<file path="src/rtl/aud_pkg.sv">
// constants, register map and carrier types of the audio converter control
// assumes a single 25 MHz system clock and 32-bit apb register access
package aud_pkg;

    ////////////////////////////////////////////////////////////////////////
    // clock and timing
    localparam int AUD_CLK_HZ        = 25_000_000;
    localparam int AUD_CLK_PERIOD_NS = 40;
    localparam int AUD_SETTLE_NS     = 5000;
    // least time: round up to whole cycles
    localparam int AUD_SETTLE_CYC    =
        (AUD_SETTLE_NS + AUD_CLK_PERIOD_NS - 1) / AUD_CLK_PERIOD_NS;
    localparam int AUD_RATE_11K_HZ   = 11025;
    localparam int AUD_RATE_22K_HZ   = 22050;
    localparam int AUD_RATE_44K_HZ   = 44100;
    localparam int AUD_RATE_8K_HZ    = 8000;
    localparam int AUD_PER_11K_CYC   = AUD_CLK_HZ / AUD_RATE_11K_HZ;
    localparam int AUD_PER_22K_CYC   = AUD_CLK_HZ / AUD_RATE_22K_HZ;
    localparam int AUD_PER_44K_CYC   = AUD_CLK_HZ / AUD_RATE_44K_HZ;
    localparam int AUD_PER_8K_CYC    = AUD_CLK_HZ / AUD_RATE_8K_HZ;

    ////////////////////////////////////////////////////////////////////////
    // sample rate codes
    localparam logic [2:0] AUD_RATE_11K = 3'h0;
    localparam logic [2:0] AUD_RATE_22K = 3'h1;
    localparam logic [2:0] AUD_RATE_44K = 3'h2;
    localparam logic [2:0] AUD_RATE_8K  = 3'h4;

    ////////////////////////////////////////////////////////////////////////
    // register indices; byte address is four times the index
    localparam logic [31:0] AUD_IDX_IN_STAGE  = 32'h0B000160;
    localparam logic [31:0] AUD_IDX_OUT_STAGE = 32'h0B000162;
    localparam logic [31:0] AUD_IDX_OUT_HOLD  = 32'h0B000166;
    localparam logic [31:0] AUD_IDX_OUT_CTRL  = 32'h0B000168;
    localparam logic [31:0] AUD_IDX_OUT_RATE  = 32'h0B00016A;
    localparam logic [31:0] AUD_IDX_IN_HOLD   = 32'h0B000170;
    localparam logic [31:0] AUD_IDX_IN_CTRL   = 32'h0B000172;
    localparam logic [31:0] AUD_IDX_IN_RATE   = 32'h0B000174;
    localparam logic [31:0] AUD_IDX_VALID     = 32'h0B000178;
    localparam logic [31:0] AUD_IDX_ENABLE    = 32'h0B00017A;
    localparam logic [31:0] AUD_IDX_INTFLAGS  = 32'h0B00017C;

    ////////////////////////////////////////////////////////////////////////
    // field positions
    localparam int AUD_EN_SOFT_RST   = 15;
    localparam int AUD_EN_IN         = 4;
    localparam int AUD_EN_OUT        = 0;
    localparam int AUD_FL_IN_TWO     = 11;
    localparam int AUD_FL_IN_ONE     = 10;
    localparam int AUD_FL_IN_LOSS    = 9;
    localparam int AUD_FL_IN_DONE    = 8;
    localparam int AUD_FL_OUT_TWO    = 3;
    localparam int AUD_FL_OUT_ONE    = 2;
    localparam int AUD_FL_OUT_MUTE   = 1;
    localparam int AUD_CT_REF        = 15;
    localparam int AUD_CT_STATE      = 3;
    localparam int AUD_CT_STOP       = 1;
    localparam int AUD_CT_ADC_REQ    = 0;
    localparam int AUD_DV_OUT_HOLD   = 3;
    localparam int AUD_DV_OUT_STAGE  = 2;
    localparam int AUD_DV_IN_HOLD    = 1;
    localparam int AUD_DV_IN_STAGE   = 0;

    ////////////////////////////////////////////////////////////////////////
    // flag mask and reset values
    localparam logic [15:0] AUD_FLAG_MASK  = 16'h0F0E;
    localparam logic [9:0]  AUD_MID_SCALE  = 10'h200;
    localparam logic [2:0]  AUD_RATE_RESET = 3'h0;

    // one sample word with its strobe
    typedef struct packed {
        logic       strobe;
        logic [9:0] data;
    } aud_sample_t;

endpackage : aud_pkg

</file>
<file path="src/rtl/aud_converter_control.sv">
// audio converter control: output (dac) and input (adc) paths with apb regs
// assumes single-cycle ack strobes from dma and adc, synchronous to mclk
//
// The implementer's own choice: the APB slave port.
`timescale 1ns/10ps
module aud_converter_control
    import aud_pkg::*;
(
    input  wire logic        mclk,
    input  wire logic        srst,
    input  wire logic        psel,
    input  wire logic        penable,
    input  wire logic        pwrite,
    input  wire logic [31:0] paddr,
    input  wire logic [31:0] pwdata,
    output logic      [31:0] prdata,
    output logic             pready,
    output logic             pslverr,
    output logic             outDmaReq,
    input  wire aud_sample_t outDmaIn,
    input  wire logic        outPageOne,
    input  wire logic        outPageTwo,
    output aud_sample_t      dacOut,
    output logic             dacRefEnable,
    output logic             inDmaReq,
    input  wire logic        inDmaAck,
    output logic      [9:0]  inDmaData,
    input  wire logic        inPageOne,
    input  wire logic        inPageTwo,
    output logic             adcReq,
    input  wire aud_sample_t adcIn,
    output logic             adcRefEnable
);

    ////////////////////////////////////////////////////////////////////////
    // helpers
    function automatic logic [31:0] regAddr(input logic [31:0] idx);
        return {idx[29:0], 2'b00};
    endfunction : regAddr

    // rate decode; reserved codes fall back to the slowest rate
    function automatic logic [11:0] ratePeriod(input logic [2:0] code);
        case (code)
            AUD_RATE_11K: return 12'(AUD_PER_11K_CYC);
            AUD_RATE_22K: return 12'(AUD_PER_22K_CYC);
            AUD_RATE_44K: return 12'(AUD_PER_44K_CYC);
            default:      return 12'(AUD_PER_8K_CYC);
        endcase
    endfunction : ratePeriod

    ////////////////////////////////////////////////////////////////////////
    // state
    logic        softRst, inEnReg, outEnReg;
    logic [15:0] flags;
    logic        outStop, inStop;
    logic [2:0]  outRate, inRate;
    logic [9:0]  outHold, outStage, inHold, inStage;
    logic        outHoldValid, outStageValid, inHoldValid, inStageValid;
    logic        muteArmed;
    logic [11:0] outCnt, inCnt;

    ////////////////////////////////////////////////////////////////////////
    // apb decode
    wire         access  = psel & penable;
    wire         setup   = psel & ~penable;
    wire         wrEn    = access & pwrite;
    wire         hitEn   = paddr == regAddr(AUD_IDX_ENABLE);
    wire         hitInt  = paddr == regAddr(AUD_IDX_INTFLAGS);
    wire         hitVal  = paddr == regAddr(AUD_IDX_VALID);
    wire         hitOCt  = paddr == regAddr(AUD_IDX_OUT_CTRL);
    wire         hitORt  = paddr == regAddr(AUD_IDX_OUT_RATE);
    wire         hitICt  = paddr == regAddr(AUD_IDX_IN_CTRL);
    wire         hitIRt  = paddr == regAddr(AUD_IDX_IN_RATE);
    wire         hitOHd  = paddr == regAddr(AUD_IDX_OUT_HOLD);
    wire         hitOSt  = paddr == regAddr(AUD_IDX_OUT_STAGE);
    wire         hitIHd  = paddr == regAddr(AUD_IDX_IN_HOLD);
    wire         hitISt  = paddr == regAddr(AUD_IDX_IN_STAGE);
    wire         mapped  = hitEn | hitInt | hitVal | hitOCt | hitORt |
                           hitICt | hitIRt | hitOHd | hitOSt | hitIHd | hitISt;
    wire [15:0]  wdata   = pwdata[15:0];

    // soft reset gates both path enables
    wire         outEn   = outEnReg & ~softRst;
    wire         inEn    = inEnReg & ~softRst;
    // a cleared enable holds its path in reset
    wire         outRst  = srst | ~outEn;
    wire         inRst   = srst | ~inEn;

    assign pready  = 1'b1;
    assign pslverr = access & ~mapped;

    wire [15:0] rdMux =
        hitEn  ? {softRst, 10'h000, inEnReg, 3'h0, outEnReg} :
        hitInt ? flags :
        hitVal ? {12'h000, outHoldValid, outStageValid,
                  inHoldValid, inStageValid} :
        hitOCt ? {dacRefEnable, 11'h000, outEn, 1'b0, outStop, 1'b0} :
        hitORt ? {13'h0000, outRate} :
        hitICt ? {adcRefEnable, 11'h000, inEn, 1'b0, inStop, adcReq} :
        hitIRt ? {13'h0000, inRate} :
        hitOHd ? {6'h00, outHold} :
        hitOSt ? {6'h00, outStage} :
        hitIHd ? {6'h00, inHold} :
        hitISt ? {6'h00, inStage} : 16'h0000;

    // read data captured in the setup cycle so it leaves a flip-flop
    always_ff @(posedge mclk)
    begin
        if (srst)
            prdata <= 32'h00000000;
        else if (setup & ~pwrite)
            prdata <= {16'h0000, rdMux};
    end

    ////////////////////////////////////////////////////////////////////////
    // configuration registers
    always_ff @(posedge mclk)
    begin
        if (srst)
        begin
            softRst      <= 1'b0;
            inEnReg      <= 1'b0;
            outEnReg     <= 1'b0;
            dacRefEnable <= 1'b0;
            adcRefEnable <= 1'b0;
            outStop      <= 1'b0;
            inStop       <= 1'b0;
            outRate      <= AUD_RATE_RESET;
            inRate       <= AUD_RATE_RESET;
        end
        else
        begin
            if (wrEn & hitEn)
            begin
                softRst  <= wdata[AUD_EN_SOFT_RST];
                inEnReg  <= wdata[AUD_EN_IN];
                outEnReg <= wdata[AUD_EN_OUT];
            end
            if (wrEn & hitOCt)
            begin
                dacRefEnable <= wdata[AUD_CT_REF];
                outStop      <= wdata[AUD_CT_STOP];
            end
            if (wrEn & hitICt)
            begin
                adcRefEnable <= wdata[AUD_CT_REF];
                inStop       <= wdata[AUD_CT_STOP];
            end
            if (wrEn & hitORt)
                outRate <= wdata[2:0];
            if (wrEn & hitIRt)
                inRate <= wdata[2:0];
        end
    end

    ////////////////////////////////////////////////////////////////////////
    // pacing counters
    // settling is always added: hardware cannot see whether software waited
    // settle plus one period before first tick
    wire [11:0] outStart = 12'(AUD_SETTLE_CYC) + ratePeriod(outRate) - 12'h001;
    wire [11:0] inStart  = 12'(AUD_SETTLE_CYC) + ratePeriod(inRate) - 12'h001;
    wire        outTick  = outEn & (outCnt == 12'h000);
    wire        inTick   = inEn & (inCnt == 12'h000);

    // counter runs on enable alone, dma or not
    always_ff @(posedge mclk)
    begin
        if (outRst)
            outCnt <= outStart;
        else if (outTick)
            outCnt <= ratePeriod(outRate) - 12'h001;
        else
            outCnt <= outCnt - 12'h001;
    end

    always_ff @(posedge mclk)
    begin
        if (inRst)
            inCnt <= inStart;
        else if (inTick)
            inCnt <= ratePeriod(inRate) - 12'h001;
        else
            inCnt <= inCnt - 12'h001;
    end

    ////////////////////////////////////////////////////////////////////////
    // output path
    // page stop blocks requests until the flag is cleared
    wire outStopped = outStop ? flags[AUD_FL_OUT_ONE] : flags[AUD_FL_OUT_TWO];
    assign outDmaReq = outEn & ~outStageValid & ~outStopped;
    wire   outAck    = outDmaIn.strobe & outDmaReq;
    wire   outShift  = outTick & outHoldValid;
    wire   muteEvt   = outTick & ~outHoldValid & muteArmed;

    always_ff @(posedge mclk)
    begin
        // disabled path returns to mid-scale, invalid
        if (outRst)
        begin
            outHold       <= AUD_MID_SCALE;
            outStage      <= AUD_MID_SCALE;
            outHoldValid  <= 1'b0;
            outStageValid <= 1'b0;
        end
        else
        begin
            // debug writes are the only other way to set valid
            if (wrEn & hitOHd)
                outHold <= wdata[9:0];
            if (wrEn & hitOSt)
                outStage <= wdata[9:0];
            if (wrEn & hitVal)
            begin
                outHoldValid  <= wdata[AUD_DV_OUT_HOLD];
                outStageValid <= wdata[AUD_DV_OUT_STAGE];
            end
            // shift staging into holding on each tick that finds holding valid
            if (outShift)
            begin
                if (outStageValid)
                begin
                    outHold       <= outStage;
                    outStageValid <= 1'b0;
                end
                else if (outAck)
                    outHold <= outDmaIn.data;
                outHoldValid <= outStageValid | outAck;
            end
            // ack fills holding first, then staging
            else if (outAck)
            begin
                if (outHoldValid)
                begin
                    outStage      <= outDmaIn.data;
                    outStageValid <= 1'b1;
                end
                else
                begin
                    outHold      <= outDmaIn.data;
                    outHoldValid <= 1'b1;
                end
            end
        end
    end

    // arm mute after enable once holding has gone valid
    always_ff @(posedge mclk)
    begin
        if (outRst)
            muteArmed <= 1'b0;
        else if (outHoldValid)
            muteArmed <= 1'b1;
    end

    always_ff @(posedge mclk)
    begin
        if (srst)
            dacOut <= '{strobe: 1'b0, data: AUD_MID_SCALE};
        else
        begin
            dacOut.strobe <= outShift;
            if (outShift)
                dacOut.data <= outHold;
        end
    end

    ////////////////////////////////////////////////////////////////////////
    // input path
    wire inStopped = inStop ? flags[AUD_FL_IN_ONE] : flags[AUD_FL_IN_TWO];
    wire adcAck    = adcIn.strobe & adcReq;
    wire inMove    = inHoldValid & ~inStageValid;
    // overwrite of a valid holding word while staging is still valid is a loss
    wire lossEvt   = adcAck & inHoldValid & ~inMove;
    assign inDmaReq  = inEn & inStageValid & ~inStopped;
    assign inDmaData = inStage;
    wire   inAck     = inDmaAck & inDmaReq;

    // one request per tick, held until the converter answers
    always_ff @(posedge mclk)
    begin
        if (inRst)
            adcReq <= 1'b0;
        else if (inTick)
            adcReq <= 1'b1;
        else if (adcAck)
            adcReq <= 1'b0;
    end

    always_ff @(posedge mclk)
    begin
        // disabled path returns to mid-scale, invalid
        if (inRst)
        begin
            inHold       <= AUD_MID_SCALE;
            inStage      <= AUD_MID_SCALE;
            inHoldValid  <= 1'b0;
            inStageValid <= 1'b0;
        end
        else
        begin
            if (wrEn & hitIHd)
                inHold <= wdata[9:0];
            if (wrEn & hitISt)
                inStage <= wdata[9:0];
            if (wrEn & hitVal)
            begin
                inHoldValid  <= wdata[AUD_DV_IN_HOLD];
                inStageValid <= wdata[AUD_DV_IN_STAGE];
            end
            // move holding to staging, dma ack empties staging
            if (inMove)
            begin
                inStage      <= inHold;
                inStageValid <= 1'b1;
                inHoldValid  <= 1'b0;
            end
            else if (inAck)
                inStageValid <= 1'b0;
            if (adcAck)
            begin
                inHold      <= adcIn.data;
                inHoldValid <= 1'b1;
            end
        end
    end

    ////////////////////////////////////////////////////////////////////////
    // interrupt flags
    wire [15:0] setVec;
    assign setVec[15:12]          = 4'h0;
    assign setVec[AUD_FL_IN_TWO]  = inEn & inPageTwo;
    assign setVec[AUD_FL_IN_ONE]  = inEn & inPageOne;
    assign setVec[AUD_FL_IN_LOSS] = lossEvt;
    assign setVec[AUD_FL_IN_DONE] = inRst ? 1'b0 : inMove;
    assign setVec[7:4]            = 4'h0;
    assign setVec[AUD_FL_OUT_TWO] = outEn & outPageTwo;
    assign setVec[AUD_FL_OUT_ONE] = outEn & outPageOne;
    assign setVec[AUD_FL_OUT_MUTE] = muteEvt;
    assign setVec[0]              = 1'b0;
    wire [15:0] clrVec = (wrEn & hitInt) ? wdata & AUD_FLAG_MASK : 16'h0000;

    // write one clears, a same-cycle event wins
    always_ff @(posedge mclk)
    begin
        if (srst | softRst)
            flags <= 16'h0000;
        else
            flags <= ((flags & ~clrVec) | setVec) & AUD_FLAG_MASK;
    end
endmodule : aud_converter_control

</file>
<file path="config.mk">
export PLATFORM = sky130hd
export DESIGN_NAME = aud_converter_control
export DESIGN_NICKNAME = d
export VERILOG_FILES = /design/src/rtl/aud_pkg.sv /design/src/rtl/aud_converter_control.sv
export SDC_FILE = /design/constraint.sdc
export NUM_CORES = 1
export LEC_CHECK = 0
export ABC_AREA = 1
export BUFFER_PORTS_ARGS = -buffer_cell sky130_fd_sc_hd__buf_2
export CORE_MARGIN = 3
export CORE_UTILIZATION = 45
export DETAILED_ROUTE_END_ITERATION = 12
export MAX_ROUTING_LAYER = met4
export PLACE_DENSITY = 0.66
export SYNTH_ARGS = -nofsm -noshare
export SYNTH_HDL_FRONTEND = slang
export SYNTH_SLANG_ARGS = --single-unit
</file>
<file path="constraint.sdc">
create_clock -name mclk -period 2.05 [get_ports mclk]
set_input_delay 0.3075 -clock mclk [delete_from_list [all_inputs] [get_ports mclk]]
set_output_delay 0.3075 -clock mclk [all_outputs]
set_load 0.05 [all_outputs]
</file>
==> results.toml <==
[run_status]
status = "complete, no violations"

[synth]
synth_compound_area_frac = 0.232
syn_area_per_cell_um2 = 6.60
synth_seq_cells = 114
synthCells = 1046
synth-edff-count = 0
yosysMostFrequentCell = "nand2_1"
synth_xor_area_frac = 0.00634
ys.flop_type = "dfxtp_1"
ys.warnings.count = 0
synth_top_family_by_area = "simple AND/OR/NAND/NOR gates"
synth_top_area_cell = "dfxtp_1"
synthSimpleGateAreaFrac = 0.282
ys_types = 54
yosys-top-cells-area = "dfxtp_1, nand2_1, inv_1"
synth_fa_ha_area_frac = 0.00725
seq_area_frac_synth = 0.331
async_flop_share = 0
synth_top_cell_area_share = 0.331
yosys-top-cells-count = "nand2_1, inv_1, dfxtp_1"
muxShareOfSynthArea = 0
syn_area_mm2 = 0.00690

[clock_tree]
cts_tree = "done"
clock_latency_ns = 0.43
cts_made_buffers = 17
cts_max_level = 4
cts-root-buf = "clkbuf_16"
clock_path_buffers = 2
path_clk_slew_ns = 0.06
cts_sinks = 114

[routing]
drc = 0
vias = 7734
ant_nets = 0
drtPass1Iterations = 6
vias_per_cell = 5.37
drtIter0Drc = 667
wl_per_cell_um = 15.6
wl_um = 22400

[timing]
setup_violations = 0
rsz0062_at_grt = "yes"
hold_violations = 0
maxSlewHeadroom = 0.611
worst-slew-pin-transition_ns = 0.583
fin_crit_ns = 2.04
fin_setup_tns_ns = 0
finalCritPeriodShare = 0.994
fmaxAchievable_mhz = 491
fin_worst_skew_ns = 0.0106
drv_slew = 0

[floorplan]
die_h_um = 130
die_width_um = 130
coreArea_mm2 = 0.0148
start_util = 0.468
dieArea_mm2 = 0.0169
num_io_pins = 156
row_count = 44

[power]
p_comb_frac = 0.068
total_power_mw = 5.34
ir_drop_mv = 0.604
seq_power_share = 0.416
clkPwrFrac = 0.516
switching_share = 0.260
leakagePower_nw = 4.28
intPower_mw = 3.95
switching_power_mw = 1.39
powerDensity_mw_per_mm2 = 587

[critical_path]
path_cells = "buf_2, nor2_4, inv_2, nor2_2, nand2_2, nor3_4, nand2_2, nor2_4, nor4_4, and3b_1, buf_6"
critPathRequiredTime_ns = 1.74
cp_num_buf_inv = 3
rr_endpoint = "outHold[0]$_SDFF_PN0_"
worstSetupStartpoint = "paddr[1]"
reg2reg_slack_ns = 0.14
cp_max_fo = 2
cp-end-kind = "output pin"
crit_path_end = "pslverr"
cp_num_cells = 11
critPathTopFamily = "simple AND/OR/NAND/NOR gates"
crit_path_start_kind = "primary input"
max_stage_delay_ns = 0.20
r2r-start = "softRst$_SDFFE_PP0P_"
reg2regPathDepth = 11
crit_arrival_ns = 1.73
slowest_stage = "nor3_4"
path_class = "primary input to output pin"

[place]
io_buffers = 116
gp_congestion = 0.911
hpwl_um = 16700

[global_route]
grt_pass1_wl_um = 34900
grt_use_total = 0.271
grt_max_degree = 22
grt_pass1_vias = 6928
antenna_found_initial = 0
overflow = 0

[hold_path]
hp-class = "primary input to register"

[flow_run]
cap_violations = 0

[finish]
drive_above_1_share = 0.286
antenna_cells = 0
nets = 1344
area_growth_pct = 31.6
==> sequential cells by signal (all words and copies together) (netlist names), 10 cells and up <==
signal	count
dacOut	11
inDmaData	10
prdata	13
outCnt	12
outHold	10
inHold	10
outStage	10
inCnt	12
==> metrics by stage <==
step / area (µm²) / utilization / hold slack (ns) / setup slack (ns) / cells
2_1_floorplan: 6990 / - / 0.445 / 0.00101 / 1064
3_3_place_gp: 8180 / 0.554 / 0.450 / -0.161 / 1393
3_5_place_dp: 8180 / 0.554 / 0.455 / -0.176 / 1393
4_1_cts: 8790 / 0.596 / 0.130 / 0.0197 / 1427
5_1_grt: 9090 / 0.616 / 0.136 / -0.0537 / 1441
6_report: 9090 / 0.616 / 0.142 / 0.0129 / 1441
==> metal layers <==
layer  vias up  global-route usage  share of wire
met5         -                   -              0
met4         0              0.0935          0.026
met3        50              0.0508          0.068
met2       303               0.425           0.47
met1      3536               0.353           0.44
li1       3845                   -              -
==> cells by family after synthesis <==
| family | count (synthesis) |
|---|---|
| other | 2 |
| buffers and inverters | 229 |
| XOR/XNOR | 5 |
| AND/OR/NAND/NOR | 429 |
| adder cells (fa/ha/maj) | 4 |
| AO/OA/AOI/OAI | 263 |
| flip-flops | 114 |
==> what timing repair did <==
action / 4_1_cts / 5_1_grt
pin swaps: 2 / 30
hold buffers: 0 / 0
endpoints found under the setup margin: 1 / 24
resized for setup: 10 / 65
gates cloned: 0 / 1
setup buffers: 2 / 13
==> tightest hold or removal path, stage by stage <==
cell and delay [ns]:
buf_2 0.09, nand2_1 0.05, a31oi_1 0.07
==> cells in the final DEF, fill, tap and decap left out, drive strengths merged, types with 5 or more instances in the layout <==
master	synthesis	layout
a31oi	25	25
buf	34	218
o211ai	36	36
a21oi	63	63
o21ai	97	97
nor2	102	102
nand3	53	53
o21bai	5	5
nand4	19	19
clkbuf	24	19
nand2	222	222
conb	2	20
a311oi	5	5
o2111ai	7	7
clkinv	1	7
a211oi	7	7
a32oi	5	5
nor3	21	21
dfxtp	114	114
inv	170	172
clkinvlp	0	6
==> area by class of cell <==
type / instances / area, µm²
clock buffer: 19 / 453
clock inverter: 13 / 105
fill: 1414 / 5670
inverter: 171 / 648
multi-input combinational: 721 / 3920
sequential: 114 / 2280
tap: 184 / 230
timing repair buffer: 218 / 1440
timing repair inverter: 1 / 7.51
==> power by group through the flow <==
stage               clock (mW)  sequential [mW]  combinational [mW]
finish                    2.75             2.22               0.363
global route              2.91             2.22               0.389
CTS                       2.79             2.22               0.344
detailed placement           0             2.27               0.340
global placement             0             2.27               0.338
floorplan                    0             2.28               0.196
==> worst min path at each step <==
stage | startpoint | slack (ns) | cells past startpoint | to
2_1_floorplan | outHold[1]$_SDFF_PN0_ | 0.44 | 2 | dacOut[1]$_SDFFE_PP0P_
3_3_place_gp | prdata[11]$_SDFFE_PP0P_ | 0.45 | 2 | prdata[11]$_SDFFE_PP0P_
3_5_place_dp | prdata[2]$_SDFFE_PP0P_ | 0.45 | 2 | prdata[2]$_SDFFE_PP0P_
4_1_cts | adcIn[7] | 0.13 | 3 | inHold[7]$_SDFFE_PN0P_
5_1_grt | adcIn[6] | 0.14 | 3 | inHold[6]$_SDFFE_PN0P_
6_report | adcIn[8] | 0.14 | 3 | inHold[8]$_SDFFE_PN0P_
No activity file was read; power rests on OpenSTA's default activity.
